===== config.mk =====
export PLATFORM = sky130hd
export DESIGN_NAME = nmt_trap_unit
export DESIGN_NICKNAME = d
export VERILOG_FILES = /design/src/core/nmt_pkg.sv /design/src/core/nmt_trap_unit.sv
export VERILOG_INCLUDE_DIRS = /design/src /design/src/core
export SDC_FILE = /design/constraint.sdc
export NUM_CORES = 1
export LEC_CHECK = 0
export BUFFER_PORTS_ARGS = -buffer_cell sky130_fd_sc_hd__buf_4
export CAP_MARGIN = 15
export CORE_UTILIZATION = 35
export CTS_CLUSTER_SIZE = 24
export DETAILED_ROUTE_END_ITERATION = 12
export PLACE_DENSITY = 0.69
export SETUP_SLACK_MARGIN = 0.3
export SYNTH_ARGS = -nofsm -noshare
export SYNTH_HDL_FRONTEND = slang
export SYNTH_SLANG_ARGS = --single-unit
export TNS_END_PERCENT = 5

===== constraint.sdc =====
create_clock -name clk_in -period 2.9 [get_ports clk_in]
set_clock_uncertainty 0.2 [all_clocks]
set_input_delay 0.87 -clock clk_in [delete_from_list [all_inputs] [get_ports clk_in]]
set_output_delay 0.87 -clock clk_in [all_outputs]
set_load 0.02 [all_outputs]

===== src/core/nmt_consts.svh =====
// Constants for the non-maskable trap and interrupt hold block
`ifndef NMT_CONSTS_SVH
`define NMT_CONSTS_SVH

// Register addresses on the plain register port
`define NMT_ADDR_ICF       4'h0
`define NMT_ADDR_ICS       4'h1
`define NMT_ADDR_RCR       4'h2
`define NMT_ADDR_OSC       4'h3
`define NMT_ADDR_SLIM      4'h4
`define NMT_ADDR_HOLD      4'h5
`define NMT_ADDR_CPU       4'h6

// Field positions
`define NMT_BIT_OSC_FAILURE_FLAG    1
`define NMT_BIT_STACK_ERROR_FLAG     2
`define NMT_BIT_ADDRESS_ERROR_FLAG    3
`define NMT_BIT_MATH_ERROR_FLAG    4
`define NMT_BIT_DIV0       6
`define NMT_BIT_HOLDACT    14
`define NMT_BIT_TRAPRST    15
`define NMT_BIT_CLKFAIL    3
`define NMT_BIT_PRIO3      3

// Fixed trap levels
`define NMT_LVL_MATH       4'hb
`define NMT_LVL_STACK      4'hc
`define NMT_LVL_ADDR       4'hd
`define NMT_LVL_OSC        4'he

// Stack floor after reset and top of data space
`define NMT_SP_RESET       16'h0800
`define NMT_DATA_TOP       17'h0ffff

// Soft trap sample and acknowledge delay, in cycles
`define NMT_SOFT_DELAY     2
// Longest hold the disable instruction can request
`define NMT_HOLD_MAX       16384

`endif


===== src/core/nmt_pkg.sv =====
// Types for the non-maskable trap and interrupt hold block
package nmt_pkg;

  typedef enum logic [1:0] {
    NMT_IDLE,
    NMT_SERVING
  } nmt_state_e;

  // One stack-pointer based effective address per cycle
  typedef struct packed {
    logic        valid;
    logic [16:0] addr;
  } nmt_ea_s;

  // Address error causes from the pipeline
  typedef struct packed {
    logic odd_word;
    logic odd_bit_ind;
    logic unimpl_data;
    logic unimpl_branch;
    logic unimpl_pc;
  } nmt_aerr_s;

  // Oscillator failure causes
  typedef struct packed {
    logic mon_enable;
    logic clk_lost;
    logic pll_unlock;
    logic pll_nolock_por;
  } nmt_osc_s;

  // Register port request
  typedef struct packed {
    logic [3:0]  addr;
    logic [15:0] wdata;
    logic        wr;
    logic        rd;
  } nmt_reg_req_s;

  // Exception request to the core
  typedef struct packed {
    logic       req;
    logic [3:0] level;
  } nmt_exc_s;

  typedef struct packed {
    nmt_state_e  state;
    logic [3:0]  serving;
    logic [3:0]  pend;
    logic [1:0]  soft_dly;
    logic        oscf;
    logic        stkf;
    logic        addrf;
    logic        mathf;
    logic        div0f;
    logic        trap_rst;
    logic        clk_fail;
    logic        prio3;
    logic [15:0] slim;
    logic        slim_ok;
    logic [14:0] hold;
    logic        hold_act;
    logic        halt;
    logic        wr_block;
    logic        rst_req;
    logic [15:0] rdata;
    nmt_exc_s    exc;
  } nmt_st_s;

endpackage


===== src/core/nmt_trap_unit.sv =====
// Non-maskable trap priority, status flags, stack checks and interrupt hold
//
// Operation
// - Math trap level 11, stack 12, soft.
// - Soft traps acknowledged two cycles after sampling.
// - Address trap level 13, oscillator 14, hard.
// - Hard trap halts code until acknowledged, processed.
// - Stack below 0x0800 raises stack trap.
// - Limit check off until limit written.
// - Stack address over limit or wrap traps.
// - Stack error flag at bit 2.
// - Divide by zero sets bit 6, math trap.
// - Math flag bit 4, held while cause.
// - Higher trap preempts; lower stays pending.
// - Lower hard trap during higher resets, flag 15.
// - Oscillator trap from three clock events.
// - Oscillator flag bit 1 plus clock fail.
// - Address trap from five address cases.
// - Address trap blocks writes, flag bit 3.
// - Hold blocks priority 1-6 up to 16384.
// - Hold counter decrements each cycle to zero.
// - Hold counter readable, writable, clear ends hold.
// - Writing counter at zero starts no hold.
// - Hold active status at bit 14.
// - Trap starts only above current priority.
// - Priority bit 3 set by trap, software clears.
//
// The address-and-strobe port and the placing of the registers were left to the implementer.
`timescale 1ns/1ps
`include "nmt_consts.svh"

module nmt_trap_unit #(
  parameter int HOLD_W = 15
) (
  // Clock, reset, enable
  input  wire logic                 clk_in,
  input  wire logic                 rst_in,
  input  wire logic                 ce_in,
  // Register port
  input  wire nmt_pkg::nmt_reg_req_s reg_in,
  output logic [15:0]               rdata_out,
  // Pipeline events
  input  wire nmt_pkg::nmt_ea_s     stack_ea_in,
  input  wire logic [15:0]          stack_pointer_working_reg_in,
  input  wire logic                 div_first_iter_in,
  input  wire logic                 divisor_zero_in,
  input  wire nmt_pkg::nmt_aerr_s   aerr_in,
  input  wire nmt_pkg::nmt_osc_s    osc_in,
  input  wire logic                 disable_interrupts_instr_exec_in,
  input  wire logic [13:0]          disable_interrupts_instr_count_in,
  input  wire logic [3:0]           cpu_ipl_in,
  input  wire logic                 trap_done_in,
  // Core side results
  output nmt_pkg::nmt_exc_s         exc_out,
  output logic                      halt_out,
  output logic                      data_wr_block_out,
  output logic                      irq_1to6_block_out,
  output logic                      trap_reset_req_out
);
  import nmt_pkg::*;

  // The state struct carries a fixed 15-bit hold field
  if (HOLD_W != 15) begin : g_hold_w_check
    $error("HOLD_W must be 15 to match the hold counter field");
  end

  nmt_st_s r, n;

  logic       osc_ev, addr_ev, stk_ev, math_ev;
  logic [3:0] raw;
  logic [3:0] want;
  logic [3:0] top_lvl;
  logic [3:0] cur_lvl;

  ////////////////////////////////////////////////////////////////////////
  always_comb begin
    n = r;
    osc_ev = (osc_in.mon_enable & osc_in.clk_lost) | osc_in.pll_unlock |
             (osc_in.mon_enable & osc_in.pll_nolock_por);
    addr_ev = |aerr_in;
    stk_ev = (stack_pointer_working_reg_in < `NMT_SP_RESET) |
             (stack_ea_in.valid & (stack_ea_in.addr > `NMT_DATA_TOP)) |
             (stack_ea_in.valid & r.slim_ok &
              (stack_ea_in.addr[15:0] > r.slim));
    math_ev = div_first_iter_in & divisor_zero_in;
    raw = {osc_ev, addr_ev, stk_ev, math_ev};

    // Register writes first, so hardware sets below win over clears
    if (reg_in.wr) begin
      unique case (reg_in.addr)
        `NMT_ADDR_ICF: begin
          n.oscf  = r.oscf  & reg_in.wdata[`NMT_BIT_OSC_FAILURE_FLAG];
          n.stkf  = r.stkf  & reg_in.wdata[`NMT_BIT_STACK_ERROR_FLAG];
          n.addrf = r.addrf & reg_in.wdata[`NMT_BIT_ADDRESS_ERROR_FLAG];
          n.div0f = r.div0f & reg_in.wdata[`NMT_BIT_DIV0];
          // math flag held while a cause remains
          n.mathf = r.mathf & (reg_in.wdata[`NMT_BIT_MATH_ERROR_FLAG] | r.div0f |
                               math_ev);
        end
        `NMT_ADDR_RCR: n.trap_rst = r.trap_rst & reg_in.wdata[`NMT_BIT_TRAPRST];
        `NMT_ADDR_OSC: n.clk_fail = r.clk_fail & reg_in.wdata[`NMT_BIT_CLKFAIL];
        // first write arms the limit check
        `NMT_ADDR_SLIM: begin
          n.slim    = reg_in.wdata;
          n.slim_ok = 1'b1;
        end
        // a write at zero starts nothing
        `NMT_ADDR_HOLD: begin
          if (r.hold != '0) n.hold = reg_in.wdata[HOLD_W-1:0];
        end
        `NMT_ADDR_CPU: n.prio3 = r.prio3 & reg_in.wdata[`NMT_BIT_PRIO3];
        default: ;
      endcase
    end

    if (osc_ev) begin
      n.oscf     = 1'b1;
      n.clk_fail = 1'b1;
    end
    if (stk_ev) n.stkf = 1'b1;
    if (addr_ev) n.addrf = 1'b1;
    n.wr_block = addr_ev;
    if (math_ev) begin
      n.div0f = 1'b1;
      n.mathf = 1'b1;
    end

    n.pend = r.pend | raw;

    // address trap meets an oscillator trap raised, pending or served, or an address trap in service
    n.rst_req = 1'b0;
    if ((addr_ev & (r.pend[3] | r.serving[3] | osc_ev)) |
        (addr_ev & r.serving[2])) begin
      n.rst_req  = 1'b1;
      n.trap_rst = 1'b1;
    end

    want = r.pend;
    if (want[3])      top_lvl = `NMT_LVL_OSC;
    else if (want[2]) top_lvl = `NMT_LVL_ADDR;
    else if (want[1]) top_lvl = `NMT_LVL_STACK;
    else if (want[0]) top_lvl = `NMT_LVL_MATH;
    else              top_lvl = 4'h0;

    cur_lvl = r.serving[3] ? `NMT_LVL_OSC : r.serving[2] ? `NMT_LVL_ADDR :
              r.serving[1] ? `NMT_LVL_STACK : r.serving[0] ? `NMT_LVL_MATH :
              cpu_ipl_in;

    // halt while a hard trap is pending
    n.halt = n.pend[3] | n.pend[2];

    n.exc.req = 1'b0;
    if (top_lvl != 4'h0 && top_lvl <= `NMT_LVL_STACK &&
        r.soft_dly != 2'(`NMT_SOFT_DELAY)) begin
      n.soft_dly = r.soft_dly + 2'h1;
    end
    else if (top_lvl > cur_lvl) begin
      n.exc.req   = 1'b1;
      n.exc.level = top_lvl;
      n.soft_dly  = 2'h0;
      n.state     = NMT_SERVING;
      n.prio3     = 1'b1;
      unique case (top_lvl)
        `NMT_LVL_OSC: begin
          n.pend[3]    = raw[3];
          n.serving[3] = 1'b1;
        end
        `NMT_LVL_ADDR: begin
          n.pend[2]    = raw[2];
          n.serving[2] = 1'b1;
        end
        `NMT_LVL_STACK: begin
          n.pend[1]    = raw[1];
          n.serving[1] = 1'b1;
        end
        default: begin
          n.pend[0]    = raw[0];
          n.serving[0] = 1'b1;
        end
      endcase
    end

    // Done retires the highest trap in service; the lower resumes
    if (trap_done_in && r.state == NMT_SERVING) begin
      if (r.serving[3])      n.serving[3] = 1'b0;
      else if (r.serving[2]) n.serving[2] = 1'b0;
      else if (r.serving[1]) n.serving[1] = 1'b0;
      else                   n.serving[0] = 1'b0;
      if (n.serving == 4'h0) n.state = NMT_IDLE;
    end
    n.halt = n.halt | n.serving[3] | n.serving[2];

    // counts every cycle down to zero
    if (disable_interrupts_instr_exec_in) begin
      n.hold = HOLD_W'(disable_interrupts_instr_count_in) + HOLD_W'(1);
    end else if (!(reg_in.wr && reg_in.addr == `NMT_ADDR_HOLD) && r.hold != '0) begin
      n.hold = r.hold - HOLD_W'(1);
    end
    n.hold_act = (n.hold != '0);

    n.rdata = 16'h0000;
    if (reg_in.rd) begin
      unique case (reg_in.addr)
        `NMT_ADDR_ICF: begin
          n.rdata[`NMT_BIT_OSC_FAILURE_FLAG] = r.oscf;
          n.rdata[`NMT_BIT_STACK_ERROR_FLAG]  = r.stkf;
          n.rdata[`NMT_BIT_ADDRESS_ERROR_FLAG] = r.addrf;
          n.rdata[`NMT_BIT_MATH_ERROR_FLAG] = r.mathf;
          n.rdata[`NMT_BIT_DIV0]    = r.div0f;
        end
        `NMT_ADDR_ICS: n.rdata[`NMT_BIT_HOLDACT] = r.hold_act;
        `NMT_ADDR_RCR: n.rdata[`NMT_BIT_TRAPRST] = r.trap_rst;
        `NMT_ADDR_OSC: n.rdata[`NMT_BIT_CLKFAIL] = r.clk_fail;
        `NMT_ADDR_SLIM: n.rdata = r.slim;
        `NMT_ADDR_HOLD: n.rdata = 16'(r.hold);
        `NMT_ADDR_CPU: n.rdata[`NMT_BIT_PRIO3] = r.prio3;
        default: n.rdata = 16'h0000;
      endcase
    end
  end

  ////////////////////////////////////////////////////////////////////////
  always_ff @(posedge clk_in) begin
    if (rst_in) begin
      r <= '0;
    end else if (ce_in) begin
      r <= n;
    end
  end

  assign rdata_out          = r.rdata;
  assign exc_out            = r.exc;
  assign halt_out           = r.halt;
  assign data_wr_block_out  = r.wr_block;
  // priority 1 to 6 blocked while counting
  assign irq_1to6_block_out = r.hold_act;
  assign trap_reset_req_out = r.rst_req;

endmodule


== After elaboration in Yosys (flattened, before gate mapping) ==
Index checks and enable logic that the tools add are counted.
Widths: inputs -> output; s select.
Word-level totals
  flip-flop bits (word level): 77
  input port bits: 90
  output and inout bits: 25
  word-level logic and storage cells: 165
Operators by class
  $add $sub $neg: 3
  $lt $le $gt $ge: 5
  eq/ne operators: 11
  multiplexer cells: 60
  bitwise operators: 30
  reductions and logical operators: 34
Operators with widths (count)
  $mux 15: 4
  $mux 40: 1
  $mux 4: 8
  $reduce_bool 15->1: 2
  $mux 1: 24
  $reduce_and 3->1: 8
  $reduce_bool 2->1: 12
  $gt 17x16->1 const B: 1
  $mux 17: 1
  $and 1x1->1: 16
  $gt 16x16->1: 1
  $lt 16x12->1 const B: 1
  $mux 16: 1
  $add 14x1->15 const B: 1
  $mux 5: 3
  $sub 15x1->15 const B: 1
  $pmux 7 s2: 1
  $eq 4x3->1 const B: 3
  $eq 4x4->1 const B: 3
  $mux 12: 1
  $or 1x1->1: 12
  $mux 10: 1
  $pmux 1 s3: 3
  $eq 4x2->1 const B: 2
  21 further kinds: 32

== Logic depth before layout (Yosys ltp) ==
  word-level depth: 18
  mapped depth: 12
  gate-level depth less buffers: 12

== Worst setup path after synthesis ==
Ideal clock, no wire load.
  path kind: input-to-reg
  start point: in cpu_ipl_in[1]
  end point: reg r[72] (netlist bit)
  setup time: 0.091 ns
  data arrival time: 2.730 ns
  required time: 2.609 ns
  setup slack: -0.121 ns
  stages on the path: 11
  path buffers: 0
  cell sequence: nor2_1 -> nor3_1 -> nor2_1 -> ha_1 -> nor2b_1 -> o21a_1 -> o21a_1 -> o21ai_1 -> nor3_1 -> a31oi_1 -> a311oi_1
Between the ends
  cells in the longest elaborated chain, start to end: 12
Ends and longest elaborated chain
  start, declared: RTL line nmt_trap_unit.sv:51  | input wire logic [3:0] cpu_ipl_in,
  $mux 4 (*) (2 in a row): RTL line nmt_trap_unit.sv:146  | r.serving[1] ? `NMT_LVL_STACK : r.serving[0] ? `NMT_LVL_MATH :
  $mux 4 (*) (2 in a row): RTL line nmt_trap_unit.sv:145  | cur_lvl = r.serving[3] ? `NMT_LVL_OSC : r.serving[2] ? `NMT_LVL_ADDR :
  $gt 4x4->1 (*): RTL line nmt_trap_unit.sv:157  | else if (top_lvl > cur_lvl) begin
  $mux 12 (*): RTL line nmt_trap_unit.sv:157
  $mux 10 (*): RTL line nmt_trap_unit.sv:153  | if (top_lvl != 4'h0 && top_lvl <= `NMT_LVL_STACK &&
  $mux 1: RTL line nmt_trap_unit.sv:187  | else if (r.serving[1]) n.serving[1] = 1'b0;
  $mux 2: RTL line nmt_trap_unit.sv:186  | else if (r.serving[2]) n.serving[2] = 1'b0;
  $mux 3: RTL line nmt_trap_unit.sv:185  | if (r.serving[3]) n.serving[3] = 1'b0;
  $mux 3: RTL line nmt_trap_unit.sv:184  | if (trap_done_in && r.state == NMT_SERVING) begin
  $mux 6 (*): RTL line nmt_trap_unit.sv:184
  end signal, assigned: RTL line nmt_trap_unit.sv:227  | r <= n;
  end, declared: RTL line nmt_trap_unit.sv:67  | nmt_st_s r, n;
Every way passes the cells marked *; elsewhere a longest branch is shown, timed or not. The select of a mux whose other input is x is not followed.
A chain may end at the register's enable or synchronous reset.

== Worst setup path in the final report ==
  start point: in cpu_ipl_in[1]
  end point: reg r[71] (netlist bit)
Same word-level chain as after synthesis.

==> metrics.md <==
| Metric | Value |
|---|---|
| Outcome | finished, final reports clean |
| Post-synthesis sequential area ratio | 31.79% |
| Layout cells sized above 1 | 25.14% |
| Initial antenna violation count | 0 |
| Io pins | 115 |
| # diodes | 0 |
| Cts hold-fix bufs | 0 |
| Most frequent cell after synthesis | nor2_1 |
| Synth Area in XOR/XNOR | 3.071% |
| Clk buf depth | 2 |
| Post-Synthesis Cells | 618 |
| Clock root buffer | clkbuf_16 |
| Slew of the pin with the lowest slew margin | 0.5448 ns |
| Post-synth EDFFs | 0 |
| Hold_ws | 0.2601 ns |
| #FFs+latches synth | 77 |
| Fin. Hold Viols | 0 |
| Worst setup SP type | primary input |
| Max-slew violation count | 0 |
| Post-synthesis cell type count | 64 |
| Synth Area in Simple Gates | 23.38% |
| Via/cell ratio | 5.273 |
| Main synth FF type | dfxtp_1 |
| Setup slack after layout | 0.2071 ns |
| CTS tree | yes |
| Die area | 14,330 um2 |
| Post-synthesis adder-cell area fraction | 6.142% |
| Clk slew on worst S/H paths | 0.06 ns |
| Largest family of logic cells by synthesized area | simple AND/OR/NAND/NOR gates |
| Worst vdd ir | 0.2851 mV |
| Crit path cell chain | buf_4 > nor2_1 > nor3_1 > nor2_1 > ha_1 > nor2b_1 > o21a_1 > o21a_1 > o21ai_4 > or3_4 > nor2_1 > buf_4 > o21a_1 |
| CP endpoint kind | flip-flop |
| WL final | 13,760 um |
| Setup-failing EPs final | 0 |
| CTS Sinks | 77 |
| Syn Nets | 731 |
| GR Overflow Total | 0 |
| Vias in the first global route | 4,404 |
| Placement Setup Slack | -0.2549 ns |
| Max-cap viol count | 0 |
| CP top delay family | compound AO/OA/AOI/OAI gates |
| Initial Utilization | 36.18% |
| Worst path bufs/invs | 2 |
| Lkg Pwr | 2.553 nW |
| Tightest Hold Check Type | reg -> reg |
| CORE AREA | 13,400 um2 |
| Worst EP required | 2.93 ns |
| Area growth from synthesis to layout | 28.83% |
| Yosys warns | 0 |
| Setup_tns | 0 ns |
| Per-cell routed wire length | 15.29 um |
| Critical path data arrival time | 2.73 ns |
| CP Class | in -> reg |
| Max-slew headroom | 63.55% |
| Fraction of registers with async set or reset after synthesis | 0% |
| Syn_area_per_cell | 7.845 um2 |
| Fin util | 46.61% |
| Fin crit period | 2.693 ns |
| Crit-path max cell delay | 0.28 ns |
| Reg2Reg Setup Slack | 0.25 ns |
| CTS buffer count | 9 |
| Period Utilization, post-route | 92.86% |
| Crit-path slowest cell | ha_1 |
| Synth top cells by count | nor2_1 (89), dfxtp_1 (77), nand2_1 (45) |
| Maximum number of pins on one net before global-route repair | 42 |
| Yosys top cell area share | 31.79% |
| Num rows | 42 |
| Nets | 832 |
| All-layer global routing usage | 19.53% |
| DRC Markers | 0 |
| Die Y | 119.7 um |
| Port bufs | 103 |
| RSZ-0062 raised after global routing | true |
| Die width | 119.7 um |
| Highest net fanout along the worst path | 6 |
| GP Congestion | 0.8492 |
| Area contributors post-synth | dfxtp_1 (32%), nor2_1 (6.9%), ha_1 (5.9%) |
| Fmax achieved | 371.3 MHz |
| Mux contribution to synthesized area | 6.039% |
| Largest area contributor in the netlist | dfxtp_1 |
| First-pass GRT wire length | 22,110 um |
| PwrDens | 492.3 nW/um2 |
| Via count | 4,746 |
| DP Area | 5913 um2 |
| CTS HTree Levels | 3 |
| Worst-Skew Late Latency | 0.34 ns |
| Synth Area in Compound Gates | 20.44% |
| Post-DP HPWL | 10,640 um |
| Antenna-violating nets left | 0 |
| Design area | 6246 um2 |
| Iter 0 DRT Violations | 436 |
| TritonRoute pass-1 iters | 5 |
| Synth Cell Area | 4848 um2 |
## layout by cell type (no fill, tap or decap), drive strengths merged, types with 4 or more instances in the layout
cell type,netlist,layout
mux2i,27,27
clkinv,1,4
o41a,4,4
nand2b,4,4
xor2,6,6
nor4,7,7
nor3,21,21
nand4,9,9
a211oi,13,13
or3,12,12
o21ai,41,41
a21o,6,6
o31ai,4,4
nor2b,6,6
inv,27,27
nand3,14,14
xnor2,11,11
o21a,4,4
nor2,90,90
or4,4,4
nor3b,5,5
dfxtp,77,77
a22oi,15,15
buf,32,151
ha,23,23
a21oi,28,28
clkbuf,29,12
nand2,45,45
a31oi,6,6
a32oi,4,4
## cell type report
cell class	count	area [um2]
fillers	1351	7154
multi-input cells	452	2905
flip-flops and latches	77	1541
repair buffers	151	1162
clock buffers	12	266.5
well taps	176	220.2
inverters	28	105.1
clock inverters	4	45.04
## per-layer routing
metal	global-route usage, %	share of wire, %	up-vias	routed length [um]
li1	-	-	2399	-
met4	5.938	1.0	0	144
met3	3.089	6.3	13	873
met1	28.37	49	2177	6765
met2	29.41	43	157	5973
met5	0	0	-	0
## tightest hold or removal path, delay by kind of cell (launching register included)
kind,cells,cell delay (ns)
AOI/OAI and AO/OA,1,0.05
DFF,1,0.31
and+or+nand+nor,1,0.05
## flip-flops by register name (all words and copies together) (netlist names)
register,cells
r,48
trap_reset_req_out,1
want,4
halt_out,1
exc_out,5
rdata_out,16
irq_1to6_block_out,1
data_wr_block_out,1
## report_power, final
group,leakage (nW),total (W),internal (W),switching (W)
sequential,0.629,0.00116,0.00111,0.0000447
combinational,1.77,0.000746,0.000353,0.000393
clock,0.158,0.00117,0.000732,0.000439
total,2.55,0.00307,0.00220,0.000877
## metrics by stage
step | cells | total power (W)
6_report | 900 | 0.003075
3_3_place_gp | 883 | 0.001896
2_1_floorplan | 618 | 0.001621
5_1_grt | 900 | 0.003215
3_5_place_dp | 883 | 0.001904
4_1_cts | 899 | 0.003082
## logic make-up after synthesis
logic type                 after synthesis
DFF                                     77
xor gates and xnor gates                17
and+or+nand+nor                        232
adders and majority gates               24
muxes                                   29
AOI/OAI and AO/OA                      150
buffers and inverters                   89
## path summary, 6_finish.rpt
| kind | cells past startpoint | end | startpoint |
|---|---|---|---|
| worst max-delay path | 13 | r[71]$_SDFFE_PP0P_ | cpu_ipl_in[1] |
| worst min register to register | 2 | exc_out[3]$_SDFFE_PP0P_ | exc_out[3]$_SDFFE_PP0P_ |
| worst max register to register | 8 | irq_1to6_block_out$_SDFFE_PP0P_ | r[35]$_SDFFE_PP0P_ |
| worst min-delay path | 2 | exc_out[3]$_SDFFE_PP0P_ | exc_out[3]$_SDFFE_PP0P_ |
## repair_timing
action	in CTS	in global routing
setup endpoints to repair	13	19
buffers inserted	0	1
pin swaps	1	2
resized for setup	4	0
(Power assumes the default switching activity.)
